$ cat config.mk
export PLATFORM = sky130hd
export DESIGN_NAME = hsp_dev_end_flat
export DESIGN_NICKNAME = d
export VERILOG_FILES = /design/src/logic/hsp_pkg.sv /design/src/logic/hsp_link_if.sv /design/src/logic/hsp_dev_end.sv /design/src/flat_wrapper.sv
export SDC_FILE = /design/constraint.sdc
export NUM_CORES = 1
export LEC_CHECK = 0
export BUFFER_PORTS_ARGS = -buffer_cell sky130_fd_sc_hd__buf_2
export CORE_UTILIZATION = 60
export DETAILED_ROUTE_END_ITERATION = 8
export GPL_TIMING_DRIVEN = 1
export HOLD_SLACK_MARGIN = 0.03
export PLACE_DENSITY_LB_ADDON = 0.3
export SYNTH_ARGS = -nofsm -noshare
export SYNTH_HDL_FRONTEND = slang
export SYNTH_SLANG_ARGS = --single-unit
$ cat constraint.sdc
create_clock -name clock_i -period 3.9 [get_ports clock_i]
set_clock_uncertainty 0.1 [all_clocks]
set_input_delay 0 -clock clock_i [delete_from_list [all_inputs] [get_ports clock_i]]
set_output_delay 0 -clock clock_i [all_outputs]
set_load 0.01 [all_outputs]
$ cat src/logic/hsp_pkg.sv
// Purpose: Shared constants for the serial host port with break reset
// Assumes: 100 MHz clock, 8 data bits per character
// Notes:   Both ends of the link import this package
package hsp_pkg;
   localparam int unsigned CLK_HZ         = 100_000_000;
   localparam int unsigned DATA_BITS      = 8;
   localparam int unsigned BAUD_MIN       = 1200;
   localparam int unsigned BAUD_MAX       = 1_500_000;
   // Default divider: 115200 baud, clocks per bit
   localparam int unsigned BAUD_DEFAULT   = 115200;
   localparam int unsigned DIV_DEFAULT    = CLK_HZ / BAUD_DEFAULT;
   localparam int unsigned DIV_W          = 17;
   // Break threshold in microseconds, and in clock cycles
   localparam int unsigned BRK_US         = 10_000;
   localparam int unsigned BRK_CYCLES     = BRK_US * (CLK_HZ / 1_000_000);
   localparam int unsigned BRK_W          = 32;
   // Receive buffer depth, and fill level at which request is withdrawn
   localparam int unsigned RX_DEPTH       = 4;
   localparam int unsigned RX_NEAR_FULL   = 3;
   // Parity selection codes
   localparam logic [1:0]  PAR_NONE       = 2'h0;
   localparam logic [1:0]  PAR_ODD        = 2'h1;
   localparam logic [1:0]  PAR_EVEN       = 2'h2;
   typedef struct packed {
      logic [DIV_W-1:0] div;     // Clocks per bit
      logic [1:0]       parity;  // PAR_* code
      logic             stop2;   // Two stop bits
      logic             flow_en; // Hardware handshaking
   } hsp_cfg_t;
endpackage

$ cat src/logic/hsp_link_if.sv
// Purpose: Serial link between the module port and the host port
// Assumes: All lines are plain push-pull levels
// Notes:   Handshake lines are active low
`timescale 1ns/1ps
interface hsp_link_if;
   logic dev_txd;      // Module to host data
   logic host_txd;     // Host to module data
   logic dev_rts_n;    // Module may receive when low
   logic host_rts_n;   // Host may receive when low
   modport dev  (output dev_txd, input host_txd,
                 output dev_rts_n, input host_rts_n);
   modport host (input dev_txd, output host_txd,
                 input dev_rts_n, output host_rts_n);
endinterface

$ cat src/logic/hsp_dev_end.sv
// Purpose: Module end of the serial host port with break reset
// Assumes: Inputs synchronous to clock_i, shared format with host
// Notes:   Long low on the receive line raises a module reset pulse
`timescale 1ns/1ps
module hsp_dev_end
   import hsp_pkg::*;
#(
   parameter int unsigned BRK_LIMIT = BRK_CYCLES
)(
   // Clock and reset
   input  wire logic              clock_i,
   input  wire logic              rst_b_i,
   input  wire logic              ce_i,
   // Configuration
   input  wire hsp_pkg::hsp_cfg_t cfg_i,
   // Transmit side
   input  wire logic              tx_valid_i,
   input  wire logic [7:0]        tx_data_i,
   output logic                   tx_ready_o,
   input  wire logic              brk_send_i,
   // Receive side
   output logic                   rx_valid_o,
   output logic [7:0]             rx_data_o,
   output logic                   rx_err_o,
   input  wire logic              rx_take_i,
   // Break detection
   output logic                   brk_reset_o,
   // Link
   hsp_link_if.dev                link
);
   import hsp_pkg::*;

   // Threshold below two cycles cannot tell a break from a bit
   if (BRK_LIMIT < 2) begin : g_brk_limit_chk
      $error("BRK_LIMIT too small");
   end

   typedef enum logic [1:0] {DT_IDLE, DT_SHIFT} hsp_dst_t;
   hsp_dst_t         tx_st;
   logic [11:0]      tx_sh;
   logic [3:0]       tx_left;
   logic [DIV_W-1:0] tx_cnt;
   logic             txd;
   logic [DIV_W-1:0] rx_cnt;
   logic [3:0]       rx_bit;
   logic [9:0]       rx_sh;
   logic             rx_busy;
   logic [BRK_W-1:0] low_cnt;
   logic             brk_seen;
   logic [7:0]       rx_mem [RX_DEPTH];
   logic [1:0]       wr_ptr;
   logic [1:0]       rd_ptr;
   logic [2:0]       fill;
   logic             push;
   logic             pop;
   logic [7:0]       rx_byte;
   logic             rx_bad;

   // Parity of a character for the selected sense
   function automatic logic par_bit(input logic [7:0] d, input logic [1:0] p);
      par_bit = (p == PAR_ODD) ? ~^d : ^d;
   endfunction

   // Frame length in bit times after the start bit
   function automatic logic [3:0] frame_bits(input hsp_cfg_t c);
      frame_bits = 4'd9 + ((c.parity != PAR_NONE) ? 4'd1 : 4'd0)
                   + (c.stop2 ? 4'd1 : 4'd0);
   endfunction

   // Ready when idle, not breaking, and clear low if flow on
   assign tx_ready_o = (tx_st == DT_IDLE) && !brk_send_i
                       && (!cfg_i.flow_en || !link.host_rts_n);
   assign link.dev_txd = txd && !brk_send_i;
   assign link.dev_rts_n = cfg_i.flow_en
                           && (fill >= 3'(RX_NEAR_FULL));

   // Transmitter shift register and bit timer
   always_ff @(posedge clock_i or negedge rst_b_i) begin
      if (!rst_b_i) begin
         tx_st   <= DT_IDLE;
         tx_sh   <= 12'hfff;
         tx_left <= 4'h0;
         tx_cnt  <= '0;
         txd     <= 1'b1;
      end else if (ce_i) begin
         case (tx_st)
            DT_IDLE: begin
               txd <= 1'b1;
               if (tx_valid_i && tx_ready_o) begin
                  // Parity slot skipped by packing stop in its place
                  tx_sh   <= (cfg_i.parity != PAR_NONE)
                     ? {2'b11, par_bit(tx_data_i, cfg_i.parity),
                        tx_data_i, 1'b0}
                     : {3'b111, tx_data_i, 1'b0};
                  tx_left <= frame_bits(cfg_i) + 4'd1;
                  tx_cnt  <= '0;
                  tx_st   <= DT_SHIFT;
               end
            end
            DT_SHIFT: begin
               txd <= tx_sh[0];
               if (tx_cnt == cfg_i.div - 1'b1) begin
                  tx_cnt  <= '0;
                  tx_left <= tx_left - 4'd1;
                  tx_sh   <= {1'b1, tx_sh[11:1]};
                  if (tx_left == 4'd1) begin
                     tx_st <= DT_IDLE;
                  end
               end else begin
                  tx_cnt <= tx_cnt + 1'b1;
               end
            end
            default: tx_st <= DT_IDLE;
         endcase
      end
   end

   // Receiver: start detect, mid-bit sampling, checks
   always_ff @(posedge clock_i or negedge rst_b_i) begin
      if (!rst_b_i) begin
         rx_busy <= 1'b0;
         rx_cnt  <= '0;
         rx_bit  <= 4'h0;
         rx_sh   <= 10'h0;
         rx_byte <= 8'h00;
         rx_bad  <= 1'b0;
         push    <= 1'b0;
      end else if (ce_i) begin
         push <= 1'b0;
         if (!rx_busy) begin
            if (!link.host_txd && !brk_seen) begin
               rx_busy <= 1'b1;
               rx_cnt  <= '0;
               rx_bit  <= 4'h0;
            end
         end else if (rx_cnt == (rx_bit == 4'h0 ? cfg_i.div >> 1
                                                : cfg_i.div - 1'b1)) begin
            rx_cnt <= '0;
            rx_bit <= rx_bit + 4'd1;
            rx_sh  <= {link.host_txd, rx_sh[9:1]};
            if (rx_bit == frame_bits(cfg_i) - (cfg_i.stop2 ? 4'd1 : 4'd0))
            begin
               // Stop bit sampled; second stop not checked
               rx_busy <= 1'b0;
               push    <= 1'b1;
               // With parity the last shifted sample is the parity bit
               if (cfg_i.parity != PAR_NONE) begin
                  rx_byte <= rx_sh[8:1];
                  rx_bad  <= !link.host_txd
                     || par_bit(rx_sh[8:1], cfg_i.parity) != rx_sh[9];
               end else begin
                  rx_byte <= rx_sh[9:2];
                  rx_bad  <= !link.host_txd;
               end
            end
         end else begin
            rx_cnt <= rx_cnt + 1'b1;
         end
      end
   end

   // Receive buffer; overrun drops the new character
   assign pop = rx_take_i && (fill != 3'h0);
   always_ff @(posedge clock_i or negedge rst_b_i) begin
      if (!rst_b_i) begin
         wr_ptr <= 2'h0;
         rd_ptr <= 2'h0;
         fill   <= 3'h0;
      end else if (ce_i) begin
         if (push && fill != 3'(RX_DEPTH)) begin
            wr_ptr <= wr_ptr + 2'h1;
         end
         if (pop) begin
            rd_ptr <= rd_ptr + 2'h1;
         end
         fill <= fill + ((push && fill != 3'(RX_DEPTH)) ? 3'h1 : 3'h0)
                 - (pop ? 3'h1 : 3'h0);
      end
   end

   // Buffer storage; no reset, the valid flag gates its contents
   always_ff @(posedge clock_i) begin
      if (ce_i && push && fill != 3'(RX_DEPTH)) begin
         rx_mem[wr_ptr] <= rx_byte;
      end
   end

   // Head of buffer presented from flip-flops
   always_ff @(posedge clock_i or negedge rst_b_i) begin
      if (!rst_b_i) begin
         rx_valid_o <= 1'b0;
         rx_data_o  <= 8'h00;
         rx_err_o   <= 1'b0;
      end else if (ce_i) begin
         rx_valid_o <= (fill != 3'h0) && !pop;
         rx_data_o  <= rx_mem[rd_ptr];
         if (push) begin
            rx_err_o <= rx_bad;
         end
      end
   end

   // Break: count continuous low, pulse reset past threshold
   always_ff @(posedge clock_i or negedge rst_b_i) begin
      if (!rst_b_i) begin
         low_cnt     <= '0;
         brk_seen    <= 1'b0;
         brk_reset_o <= 1'b0;
      end else if (ce_i) begin
         brk_reset_o <= 1'b0;
         if (link.host_txd) begin
            low_cnt  <= '0;
            brk_seen <= 1'b0;
         end else if (!brk_seen) begin
            low_cnt <= low_cnt + 1'b1;
            if (low_cnt >= BRK_W'(BRK_LIMIT)) begin
               brk_seen    <= 1'b1;
               brk_reset_o <= 1'b1;
            end
         end
      end
   end
endmodule

$ cat src/flat_wrapper.sv
// flat-port wrapper written by rule: the top's interface ports become plain ports
module hsp_dev_end_flat import hsp_pkg::*;
#(
   parameter int unsigned BRK_LIMIT = BRK_CYCLES
)
  (clock_i, rst_b_i, ce_i, cfg_i, tx_valid_i, tx_data_i, tx_ready_o, brk_send_i, rx_valid_o, rx_data_o, rx_err_o, rx_take_i, brk_reset_o, link_dev_txd, link_host_txd, link_dev_rts_n, link_host_rts_n);
  hsp_link_if link_i ();
  input  wire logic clock_i;
  input  wire logic rst_b_i;
  input  wire logic ce_i;
  input  wire hsp_pkg::hsp_cfg_t cfg_i;
  input  wire logic tx_valid_i;
  input  wire logic [7:0] tx_data_i;
  output logic tx_ready_o;
  input  wire logic brk_send_i;
  output logic rx_valid_o;
  output logic [7:0] rx_data_o;
  output logic rx_err_o;
  input  wire logic rx_take_i;
  output logic brk_reset_o;
  output wire logic [$bits(link_i.dev_txd)-1:0] link_dev_txd;
  input wire logic [$bits(link_i.host_txd)-1:0] link_host_txd;
  output wire logic [$bits(link_i.dev_rts_n)-1:0] link_dev_rts_n;
  input wire logic [$bits(link_i.host_rts_n)-1:0] link_host_rts_n;
  assign link_dev_txd = link_i.dev_txd;
  assign link_i.host_txd = link_host_txd;
  assign link_dev_rts_n = link_i.dev_rts_n;
  assign link_i.host_rts_n = link_host_rts_n;
  hsp_dev_end #(.BRK_LIMIT(BRK_LIMIT)) u_core (.clock_i(clock_i), .rst_b_i(rst_b_i), .ce_i(ce_i), .cfg_i(cfg_i), .tx_valid_i(tx_valid_i), .tx_data_i(tx_data_i), .tx_ready_o(tx_ready_o), .brk_send_i(brk_send_i), .rx_valid_o(rx_valid_o), .rx_data_o(rx_data_o), .rx_err_o(rx_err_o), .rx_take_i(rx_take_i), .brk_reset_o(brk_reset_o), .link(link_i));
endmodule
Yosys cells after proc, flatten, opt, wreduce, memory -nomap -nowiden
Memory sizes are Yosys's and may differ from the RTL's. A register that Yosys moved wholly into a read port is not among the register bits.
Cells that the tools add are included.
{"block": "word_totals", "out_inout_bits": 14, "memories": 1, "mem_bits_rw": 32, "inputBits": 37, "register_bits": 121, "elab_cells": 138}
{"block": "classes", "n_addsub": 14, "n_lt_le_gt_ge": 2, "n_reduce_logical": 42, "n_mux": 46, "eq_ne": 13}
{"name": "u_core.rx_mem", "depth": 4, "word_bits": 8, "rd": 1, "rd_clocked_by_memory_dff": 1, "write_ports": 1, "line_no": "hsp_dev_end.sv:50", "source": "logic [7:0] rx_mem [RX_DEPTH];"}
{"cell": "17-bit two-way mux", "count": 6}
{"cell": "32-bit two-way mux", "count": 2}
{"cell": "17-bit by 1-bit adder with 17-bit output (second input constant)", "count": 2}
{"cell": "17-bit == test", "count": 2}
{"cell": "17-bit one-hot mux with 2 select lines", "count": 1}
{"cell": "32-bit by 1-bit adder with 32-bit output (second input constant)", "count": 1}
{"cell": "32-bit by 20-bit greater-or-equal comparator with 1-bit output (second input constant)", "count": 1}
{"cell": "12-bit two-way mux", "count": 2}
{"cell": "12-bit one-hot mux with 2 select lines", "count": 1}
{"cell": "1-bit two-way mux", "count": 21}
{"cell": "4-bit two-way mux", "count": 5}
{"cell": "17-bit by 1-bit subtractor with 17-bit output (second input constant)", "count": 1}
{"cell": "8-bit XNOR reduction", "count": 2}
{"cell": "8-bit XOR reduction", "count": 2}
{"cell": "2-bit AND reduction", "count": 6}
{"cell": "4-bit AND reduction", "count": 3}
{"cell": "1-bit logical AND", "count": 11}
{"cell": "10-bit two-way mux", "count": 1}
{"cell": "3-bit AND reduction", "count": 3}
{"cell": "4-bit by 1-bit adder with 4-bit output (second input constant)", "count": 2}
{"cell": "8-bit two-way mux", "count": 1}
{"cell": "4-bit one-hot mux with 2 select lines", "count": 1}
{"cell": "1-bit logical NOT", "count": 7}
{"cell": "2-bit two-way mux", "count": 3}
{"cell": "other kinds (22)", "count": 30}

Logic depth before layout (Yosys ltp)
Gate-level depths: netlist of the first run.
{"block": "logic_depth", "depth_word": 9, "depth_mapped": 13}

Least setup slack after synthesis of the first run
No wires, ideal clock.
{"block": "synth_timing", "path_kind": "reg-to-reg", "start": "register u_core.rx_bit[0]", "end": "register u_core.rx_bad", "arrival_ps": 3032, "setup_time_ps": 127, "required_ps": 3673, "stages_incl_launch_ff": 13, "setup_slack_ps": 641, "synth_period_minus_slack_ps": 3259, "n_path_buf": 3, "path_cell_list": "dfrtp_1 -> inv_1 -> ha_1 -> or3b_1 -> clkbuf_1 -> buf_2 -> a221oi_1 -> nand4_1 -> nor4_1 -> nand4b_2 -> nor4_4 -> buf_6 -> mux2_1"}
{"block": "synth_via", "elab_chain_len": 4, "word_cells_on_any_way": 5, "cone_classes": "eq/ne: 2; mux: 1; reduce/logical: 2"}
{"element": "start, declared", "line_no": "hsp_dev_end.sv:45", "source": "logic [3:0] rx_bit;"}
{"element": "start signal, assigned", "line_no": "hsp_dev_end.sv:139", "source": "rx_bit <= rx_bit + 4'd1;"}
{"element": "4-bit logical NOT", "line_no": "hsp_dev_end.sv:136", "source": "end else if (rx_cnt == (rx_bit == 4'h0 ? cfg_i.div >> 1"}
{"element": "17-bit two-way mux", "line_no": "hsp_dev_end.sv:136"}
{"element": "17-bit == test", "line_no": "hsp_dev_end.sv:136"}
{"element": "4-bit AND reduction (no line) (*)"}
{"element": "end signal, assigned", "line_no": "hsp_dev_end.sv:149", "source": "rx_bad <= !link.host_txd"}
{"element": "end signal, assigned", "line_no": "hsp_dev_end.sv:153", "source": "rx_bad <= !link.host_txd;"}
{"element": "end, declared", "line_no": "hsp_dev_end.sv:57", "source": "logic rx_bad;"}
Every way passes the cells marked *; elsewhere a longest branch is shown, timed or not.
A chain may end at the register's enable or synchronous reset.

Worst setup path in the final report of the first run
{"block": "layout_timing", "start": "register u_core.rx_bit[0]", "end": "register u_core.rx_byte[4]"}
{"block": "layout_via", "elab_chain_len": 4, "word_cells_on_any_way": 5, "cone_classes": "eq/ne: 2; mux: 1; reduce/logical: 2"}
{"element": "4-bit logical NOT", "line_no": "hsp_dev_end.sv:136"}
{"element": "17-bit two-way mux", "line_no": "hsp_dev_end.sv:136"}
{"element": "17-bit == test", "line_no": "hsp_dev_end.sv:136"}
{"element": "4-bit AND reduction (no line) (*)"}
{"element": "end signal, assigned", "line_no": "hsp_dev_end.sv:148", "source": "rx_byte <= rx_sh[8:1];"}
{"element": "end signal, assigned", "line_no": "hsp_dev_end.sv:152", "source": "rx_byte <= rx_sh[9:2];"}
{"element": "end, declared", "line_no": "hsp_dev_end.sv:56", "source": "logic [7:0] rx_byte;"}
Marked as above.

==> flow_summary.toml, run 1 <==
[yosys]
mappedNetlistArea_um2 = 9150
synthArstFlopShare_pct = 79.6
syn_area_per_cell_um2 = 10.2
synthCells = 894
synth_cell_types = 75
yosysWarningCount = 0
seq_area_frac_synth_pct = 44.9
synthesis.nets = 953
synth_flop_cell = "dfrtp_1"
synth.ff_latch_count = 157
synth-edff-count = 32
post-synth-top-area-fraction_pct = 31.2
main_area_contributors_after_synthesis = "dfrtp_1 (31%), edfxtp_1 (11%), xnor2_1 (6.4%)"
cell_taking_the_most_area_after_synthesis = "dfrtp_1"

[pwr]
power.total_mw = 4.65
peakVddDrop_mv = 0.334
power_leakage_nw = 4.46
p_per_area_nw_per_um2 = 454

[die]
coreArea_um2 = 14700
die-area_um2 = 15700
initial_utilization_pct = 62.2
number_of_i_o_pins = 51
die_height_um = 125
die_width_um = 125
core.rowCount = 44

[route]
first_iter_violations = 602
vias_per_cell = 5.96
drt_pre_antenna_iters = 7
postRouteWirelength_um = 19800
num_vias = 6778
drt-wirelength-per-cell_um = 17.4
drc_errors = 2
antenna_violating_nets_post_route = 0

[place]
placement.io_buffers = 50
place.gp.congestion = 0.931
dp_cells = 1090
detailed_place_hpwl_um = 13700

[clock_network]
postCtsResizedCells = 0
cts-buffers-inserted = 17
insertion_delay_ns = 0.42
cts_max_level = 4
cts-root-buf = "clkbuf_16"
clk_path_buf_depth = 2
clock_sink_count = 157
worst_setup_hold_path_clk_slew_ns = 0.06
cts_tree = "built"

[global_routing]
grt_usage_pct = 27.1
grt_max_degree = 74
grt_pass1_wl_um = 33400
grt.overflow.total = 0
first_global_vias = 6659
antenna_found_initial = 0

[worst_setup_path]
cp-end-kind = "flop"
critPathRequiredTime_ns = 4.10
timing.critical_path.fanout_max = 13
startpoint_type = "flop"
worst_ep_arrival_time_ns = 3.73
critPathKind = "flop to flop"

[layout]
area_growth_syn_to_layout_pct = 12.2
antenna_cells_inserted = 0
nNetsFinal = 1000
filler_cell_count = 1080
mostFrequentLayoutCell = "dfrtp_1"
drive_above_1_share_pct = 17.4
layoutNonFillerInstCount = 1138
postLayoutCoreUtil_pct = 69.8
layout.cells.most_common_list = "dfrtp_1 (114), nor2_1 (102), xnor2_1 (67), nand2_1 (65), buf_2 (49)"

[sta]
report.final.slew_viol_count = 0
layout_worst_path_cycle_share_pct = 90.3
worst_pin_slew_ns = 0.728
setup_violations = 0
fin_setup_tns_ns = 0
finalWorstPathRequiredPeriod_ns = 3.52
max_freq_mhz = 284
rsz_0062_raised_after_global_routing = "no"
whs_ns = 0.0681
report.final.hold_viol_count = 0
timing.max_slew.rel_slack_pct = 51.4

[worst_hold_path]
classification_of_the_worst_slack_hold_path = "input port to asynchronous set/reset pin"

[outcome]
failing_checks = "design-rule violations"
run_status = "finished with violations"

[run]
maxCapViolations = 0
==> worst paths after layout <==
path | start | to | slack [ns] | depth (start not counted)
worst max-delay path | u_core.rx_bit[0]$_DFFE_PN0P_ | u_core.rx_byte[4]$_DFFE_PN0P_ | 0.38 | 12
worst min register to register | u_core.rx_valid_o$_DFFE_PN0P_ | u_core.rx_valid_o$_DFFE_PN0P_ | 0.38 | 2
worst max register to register | u_core.rx_bit[0]$_DFFE_PN0P_ | u_core.rx_byte[4]$_DFFE_PN0P_ | 0.38 | 12
worst min-delay path | rst_b_i | u_core.rx_data_o[3]$_DFFE_PN0P_ | 0.07 | 2
min in group clock_i | brk_send_i | u_core.tx_left[3]$_DFFE_PN0P_ | 0.07 | 5
max in group asynchronous | rst_b_i | u_core.txd$_DFFE_PN1P_ | 2.77 | 3
==> critical path, cell delays in order (launching register included) <==
cell,delay (ns)
dfrtp_1,0.44
inv_1,0.11
ha_1,0.22
or3b_1,0.58
buf_4,0.27
a31oi_1,0.16
nand4_1,0.13
xor2_1,0.16
nor3_2,0.28
nand4b_2,0.19
nor4_4,0.19
buf_4,0.24
mux2_1,0.35
==> per-layer routing <==
layer / GRT usage, % / share of wire [%] / up-vias
met5: 0 / 0 / -
met4: 9.18 / 1.3 / 0
met3: 4.19 / 5.1 / 27
met2: 43.9 / 48 / 210
met1: 37.4 / 45 / 3281
li1: - / - / 3260
==> Yosys cell counts (all sizes together), types with 19 or more instances <==
| cell | n |
|---|---|
| dfrtp | 114 |
| nor2 | 103 |
| xnor2 | 67 |
| nand2 | 65 |
| xor2 | 44 |
| mux2 | 38 |
| inv | 35 |
| clkbuf | 32 |
| edfxtp | 32 |
| o21ai | 30 |
| nor3 | 29 |
| a21oi | 26 |
| nand3 | 26 |
| nor4 | 23 |
| ha | 21 |
| nand4 | 21 |
| buf | 19 |
==> flip-flops by register name (all words and copies together), names as in the netlist, 2 cells and up <==
register	cells
u_core.low_cnt	32
u_core.fill	3
u_core.rx_mem	32
u_core.tx_left	4
u_core.rd_ptr	2
u_core.rx_bit	4
u_core.tx_cnt	17
u_core.wr_ptr	2
u_core.tx_sh	10
u_core.rx_data_o	8
u_core.rx_byte	8
u_core.rx_cnt	17
u_core.rx_sh	9
==> where the power goes <==
| part | switching [mW] | leakage (nW) | internal (mW) |
|---|---|---|---|
| registers | 0.246 | 1.99 | 1.87 |
| clock network | 0.674 | 0.276 | 1.00 |
| logic | 0.428 | 2.19 | 0.431 |
==> timing repair <==
| item | CTS | global route |
|---|---|---|
| endpoints found under the setup margin | 0 | 0 |
| hold endpoints to repair | 76 | 0 |
| setup buffers | 0 | 0 |
| hold buffers | 16 | 0 |
==> kinds of logic (layout without fill, tap and decap cells) <==
| logic type | Yosys count | in the layout | share of synthesized area (%) |
|---|---|---|---|
| buffers and inverters | 86 | 146 | 4.04 |
| adder cells (fa/ha/maj) | 22 | 22 | 3.09 |
| XOR/XNOR | 115 | 115 | 11.6 |
| AO/OA/AOI/OAI | 109 | 109 | 8.10 |
| flip-flops | 157 | 157 | 44.9 |
| AND/OR/NAND/NOR | 344 | 344 | 20.0 |
| multiplexers | 61 | 61 | 8.29 |
==> through the flow <==
stage          cell area (µm²)  setup slack, ns
2_1_floorplan             9150            0.641
3_3_place_gp              9500            0.548
3_5_place_dp              9500            0.428
4_1_cts                  10300            0.400
5_1_grt                  10300           0.0443
6_report                 10300            0.377
==> area by class of cell <==
class | count | area, µm² | area share [%]
inverters | 35 | 131 | 1.28
flip-flops and latches | 157 | 4100 | 40.0
well taps | 184 | 230 | 2.24
clock inverters | 15 | 171 | 1.67
clock buffers | 17 | 425 | 4.15
repair buffers | 79 | 523 | 5.10
multi-input cells | 651 | 4680 | 45.6
No activity file was read; power rests on OpenSTA's default activity.
==> inputs of run 2 (changes only) <==
- CORE_MARGIN: not set -> 8
==> run 2 against run 1 <==
Against the previous run:
- the flow now finishes without violations
- critical path depth is 1 lower
- flip-flop and latch count stayed put
- sequential share of layout area is 0.097 points lower
- first-iteration DRC count is 14% lower
==> flow_summary.toml, run 2 (synthesis gave the netlist of run 1 again) <==
[clock_network]
clock_sink_count = 157
cts-buffers-inserted = 17
clk_path_buf_depth = 2
insertion_delay_ns = 0.42
cts-root-buf = "clkbuf_16"
postCtsResizedCells = 0
cts_max_level = 4
cts_tree = "built"
worst_setup_hold_path_clk_slew_ns = 0.06

[worst_setup_path]
critical_path.slowest_cell = "or3b_1"
cp-end-kind = "flop"
startpoint_type = "flop"
critPathRequiredTime_ns = 4.10
crit_path_cell_trace = "inv_1 -> ha_1 -> or3b_1 -> buf_4 -> a221oi_1 -> nand4_1 -> nor4_1 -> nand4b_2 -> nor4_4 -> buf_4 -> mux2_1"
critPathKind = "flop to flop"
worst_path_most_repeated_cell = "buf_4"
number_of_buffer_and_inverter_instances_along_the_worst_setup_path = 3
worst_ep_arrival_time_ns = 3.67
slowest_delay_ns = 0.53
timing.critical_path.fanout_max = 12
cpLargestDelayFamily = "simple AND/OR/NAND/NOR gates"

[route]
antenna_violating_nets_post_route = 0
num_vias = 6705
postRouteWirelength_um = 19800
drc_errors = 0
drt_pre_antenna_iters = 5
vias_per_cell = 5.87
drt-wirelength-per-cell_um = 17.3
first_iter_violations = 520

[global_routing]
antenna_found_initial = 0
first_global_vias = 6573
grt.overflow.total = 0
grt_max_degree = 66
grt_pass1_wl_um = 33300
grt_usage_pct = 21.1

[pwr]
power_leakage_nw = 4.48
total_switching_power_mw = 1.37
power.sequential.fraction_pct = 45.1
power.total_mw = 4.71
power.share.clock_pct = 36.8
p_per_area_nw_per_um2 = 458
p_int_mw = 3.34
power.switching_fraction_pct = 29.1
comb_power_share_pct = 18.1
peakVddDrop_mv = 0.390

[sta]
setup_violations = 0
worst_pin_slew_ns = 0.812
layout_worst_path_cycle_share_pct = 89.2
timing.max_slew.rel_slack_pct = 45.9
report.final.slew_viol_count = 0
fin_setup_tns_ns = 0
max_freq_mhz = 288
finalWorstPathRequiredPeriod_ns = 3.48
rsz_0062_raised_after_global_routing = "no"
report.final.hold_viol_count = 0

[run]
maxCapViolations = 0

[layout]
mostFrequentLayoutCell = "dfrtp_1"
nNetsFinal = 1001
top_regs = "u_core.low_cnt x32, u_core.rx_mem x32"
layout.cells.most_common_list = "dfrtp_1 (114), nor2_1 (102), xnor2_1 (67), nand2_1 (65), buf_2 (49)"
final_cell_area_um2 = 10300
drive_above_1_share_pct = 17.6
area_growth_syn_to_layout_pct = 12.5
layoutNonFillerInstCount = 1143
antenna_cells_inserted = 0

[place]
dpl-instance-area_um2 = 9500
detailed_place_hpwl_um = 14000
dp_cells = 1095
placement.io_buffers = 50
place.gp.congestion = 0.911

[outcome]
run_status = "completed"

[die]
die_height_um = 139
die-area_um2 = 19500
initial_utilization_pct = 60.8
core.rowCount = 45
number_of_i_o_pins = 51
coreArea_um2 = 15000
die_width_um = 139

[worst_hold_path]
classification_of_the_worst_slack_hold_path = "input port to flop"
## run 2: power by group through the flow
stage / sequential (mW) / clock (mW) / combinational, mW
floorplan: 2.02 / 0 / 0.729
global placement: 2.14 / 0 / 0.809
detailed placement: 2.15 / 0 / 0.839
CTS: 2.12 / 1.76 / 0.855
global route: 2.16 / 1.83 / 0.962
finish: 2.12 / 1.73 / 0.851
## run 2: metrics by stage
step,setup WS [ns],hold slack (ns),utilization [%]
2_1_floorplan,0.641,-0.396,-
3_3_place_gp,0.599,0.0422,63.2
3_5_place_dp,0.503,0.0424,63.2
4_1_cts,0.458,0.0526,68.4
5_1_grt,0.209,0.101,68.4
6_report,0.422,0.0463,68.4
## run 2: final cells by class
cell class                 count  area [µm²]
clock buffer                  18         439
clock inverter                14         183
fill                        1153        4750
inverter                      35         131
multi-input combinational    651        4680
sequential                   157        4100
tap                          188         235
timing repair buffer          80         518
## run 2: worst min-delay path, delay by kind of cell
kind | cells | cell delay, ns
and+or+nand+nor | 1 | 0.22
muxes | 1 | 0.20
buffers and inverters | 1 | 0.08
AOI/OAI and AO/OA | 1 | 0.06
## run 2: routing by layer
metal  up-vias  track usage [%]  wire (µm)
met3        17             3.83        827
met2       151             34.7       9600
li1       3268                -          -
met5         -                0          0
met1      3269             27.8       9110
met4         0             6.53        246
## run 2: path summary, 6_finish.rpt
check	start	end	slack [ns]	depth (start not counted)
setup / recovery	u_core.rx_bit[0]$_DFFE_PN0P_	u_core.rx_byte[4]$_DFFE_PN0P_	0.42	11
hold / removal	cfg_i[2]	u_core.tx_sh[9]$_DFFE_PN1P_	0.05	4
setup reg to reg	u_core.rx_bit[0]$_DFFE_PN0P_	u_core.rx_byte[4]$_DFFE_PN0P_	0.42	11
hold reg to reg	u_core.tx_sh[0]$_DFFE_PN1P_	u_core.tx_sh[0]$_DFFE_PN1P_	0.38	2
max in group asynchronous	rst_b_i	u_core.tx_sh[5]$_DFFE_PN1P_	2.64	3
min in group asynchronous	rst_b_i	u_core.low_cnt[12]$_DFFE_PN0P_	0.10	2
## run 2: what timing repair did
action                                 in CTS  in global routing
buffers inserted                            0                  0
setup endpoints to repair                   0                  0
hold buffers                               16                  0
endpoints found under the hold margin      89                  0
==> inputs of run 3 (changes only) <==
- ABC_AREA: not set -> 1
==> run 3 against run 2 <==
Against the previous run:
- core utilization rose by 0.72 points
- design area up 6.4%
- register-to-register slack improved by 0.35 ns
- via count is 28% higher
- power is 2.0% lower
- sequential share of layout area is 2.4 points lower
- largest cell class unchanged
==> flow_summary.toml, run 3 <==
[layout]
top_regs = "u_core.low_cnt x32, u_core.rx_mem x32"
mostFrequentLayoutCell = "nand2_1"
nNetsFinal = 1408
filler_cell_count = 1289
final_cell_area_um2 = 10900
multiInputGateArea_um2 = 4840
area_growth_syn_to_layout_pct = 13.2
layoutNonFillerInstCount = 1578
area.sequential_um2 = 4100
layout.cells.most_common_list = "nand2_1 (332), nor2_1 (145), inv_1 (133), nand3_1 (126), dfrtp_1 (114)"
drive_above_1_share_pct = 12.2
antenna_cells_inserted = 0

[global_routing]
grt_pass1_wl_um = 39400
grt_usage_pct = 24.0
grt_max_degree = 55
grt.overflow.total = 0
antenna_found_initial = 1
first_global_vias = 8197

[route]
postRouteWirelength_um = 23100
routed.top_layer = "met5"
drt-wirelength-per-cell_um = 14.7
num_vias = 8609
met2_length_um = 10500
vias_per_cell = 5.46
drt_pre_antenna_iters = 5
first_iter_violations = 713
antenna_violating_nets_post_route = 0
met3_wirelength_um = 1460
drc_errors = 0
m1WireLength_um = 10800

[worst_setup_path]
cp-end-kind = "flop"
crit_path_cell_trace = "inv_1 -> ha_1 -> nand2_4 -> inv_2 -> nand2_1 -> nand3_1 -> nand2_1 -> nor2_1 -> nand2_2 -> nor2_2 -> nand2_1 -> nor2_2 -> nand2_2 -> o21ai_4 -> nand2_2 -> nand2_1 -> nand2_1"
critPathKind = "flop to flop"
slowest_delay_ns = 0.44
worst_ep_arrival_time_ns = 3.35
critPathRequiredTime_ns = 4.12
worst_path_most_repeated_cell = "nand2_1"
startpoint_type = "flop"
timing.critical_path.fanout_max = 26
critical_path.slowest_cell = "dfrtp_1"

[yosys]
main_area_contributors_after_synthesis = "dfrtp_1 (30%), nand2_1 (13%), edfxtp_1 (9.9%)"
synthArstFlopShare_pct = 79.6
seq_area_frac_synth_pct = 42.5
synth_flop_cell = "dfrtp_1"
synth-edff-count = 32
cell_taking_the_most_area_after_synthesis = "dfrtp_1"
synthesis.nets = 1336
synthCells = 1277
syn_area_per_cell_um2 = 7.57
synth_commonest_cells = "nand2_1 (332), nor2_1 (145), inv_1 (133), nand3_1 (126), dfrtp_1 (114)"
mappedNetlistArea_um2 = 9660
synth.ff_latch_count = 157
synth_cell_types = 46
most_frequent_cell_after_synthesis = "nand2_1"
post-synth-top-area-fraction_pct = 29.5
yosysWarningCount = 0

[die]
coreArea_um2 = 15800
die_height_um = 143
core.rowCount = 46
number_of_i_o_pins = 51
die_width_um = 143
die-area_um2 = 20400
initial_utilization_pct = 61.1

[pwr]
peakVddDrop_mv = 0.355
p_per_area_nw_per_um2 = 422
power_leakage_nw = 5.06
power.total_mw = 4.62

[sta]
worst_pin_slew_ns = 0.704
report.final.hold_viol_count = 0
timing.max_slew.rel_slack_pct = 52.9
rsz_0062_raised_after_global_routing = "no"
setup_violations = 0
max_freq_mhz = 319
finalWorstPathRequiredPeriod_ns = 3.13
layout_worst_path_cycle_share_pct = 80.3
fin_setup_tns_ns = 0
report.final.slew_viol_count = 0

[outcome]
run_status = "completed"

[place]
detailed_place_hpwl_um = 16600
place.gp.congestion = 0.954
dpl-instance-area_um2 = 10100
placement.io_buffers = 50
dp_cells = 1522

[worst_hold_path]
classification_of_the_worst_slack_hold_path = "input port to asynchronous set/reset pin"

[clock_network]
cts-buffers-inserted = 17
clk_path_buf_depth = 2
clock_sink_count = 157
insertion_delay_ns = 0.43
worst_setup_hold_path_clk_slew_ns = 0.07
cts_setup_buffers = 0
cts_tree = "built"
cts-root-buf = "clkbuf_16"
cts_max_level = 4

[run]
maxCapViolations = 0
[run 3: cell types whose count changed after synthesis, moves of 15 or more]
cell	change
nand2_1	+267
nand3_1	+100
inv_1	+99
xnor2_1	-47
nor2_1	+42
mux2_2	-30
o21ai_0	+30
a21oi_1	+27
clkbuf_1	-19
mux2i_1	-15
[run 3: where the power goes]
group / internal [mW] / switching (mW)
combinational: 0.354 / 0.592
clock: 0.872 / 0.787
sequential: 1.83 / 0.180
[run 3: area by class of cell]
type | instances | share of cell area, %
clock buffers | 17 | 3.89
clock inverters | 15 | 1.74
inverters | 145 | 4.97
multi-input cells | 944 | 44.2
flip-flops and latches | 157 | 37.5
well taps | 216 | 2.47
repair buffers | 84 | 5.19
[run 3: logic make-up after synthesis]
kind of cell               after synthesis  share of synthesized area (%)
adders and majority gates               22                           2.93
AOI/OAI and AO/OA                      148                           8.65
DFF                                    157                           42.5
and+or+nand+nor                        714                           33.1
xor gates and xnor gates                60                           5.44
buffers and inverters                  176                           7.44
[run 3: timing repair]
item                                    4_1_cts  5_1_grt
gates resized for setup                       0        0
hold buffers                                 24        0
endpoints found under the hold margin        91        0
endpoints found under the setup margin        0        0
[run 3: critical path: cells and delay by family (launching register included)]
family                   cells  cell delay [ns]
buffers and inverters        2             0.43
AO/OA/AOI/OAI                1             0.39
flip-flops                   1             0.44
AND/OR/NAND/NOR             13             1.38
adder cells (fa/ha/maj)      1             0.28
[run 3: routing by layer]
layer  GRT usage [%]  up-vias
met5               0        -
met4            8.39        2
met3            3.54       37
met2            38.0      288
met1            32.8     3973
li1                -     4309
[run 3: worst paths after layout]
kind	slack, ns	cells past startpoint	from	end
max	0.77	17	u_core.rx_bit[0]$_DFFE_PN0P_	u_core.rx_bit[1]$_DFFE_PN0P_
min	0.04	2	rst_b_i	u_core.tx_cnt[15]$_DFFE_PN0P_
max reg2reg	0.77	17	u_core.rx_bit[0]$_DFFE_PN0P_	u_core.rx_bit[1]$_DFFE_PN0P_
min reg2reg	0.37	2	u_core.tx_sh[1]$_DFFE_PN1P_	u_core.tx_sh[1]$_DFFE_PN1P_
max in group asynchronous	2.61	3	rst_b_i	u_core.rx_data_o[0]$_DFFE_PN0P_
min in group clock_i	0.07	7	cfg_i[2]	u_core.rx_byte[3]$_DFFE_PN0P_
[run 3: stage by stage]
step | hold slack [ns] | utilization, % | setup WS, ns
floorplan | -0.396 | - | 1.56
global placement | -0.0208 | 63.7 | 0.924
detailed placement | -0.0174 | 63.7 | 0.819
CTS | 0.0524 | 69.1 | 0.796
global route | 0.105 | 69.1 | 0.424
finish | 0.0436 | 69.1 | 0.768
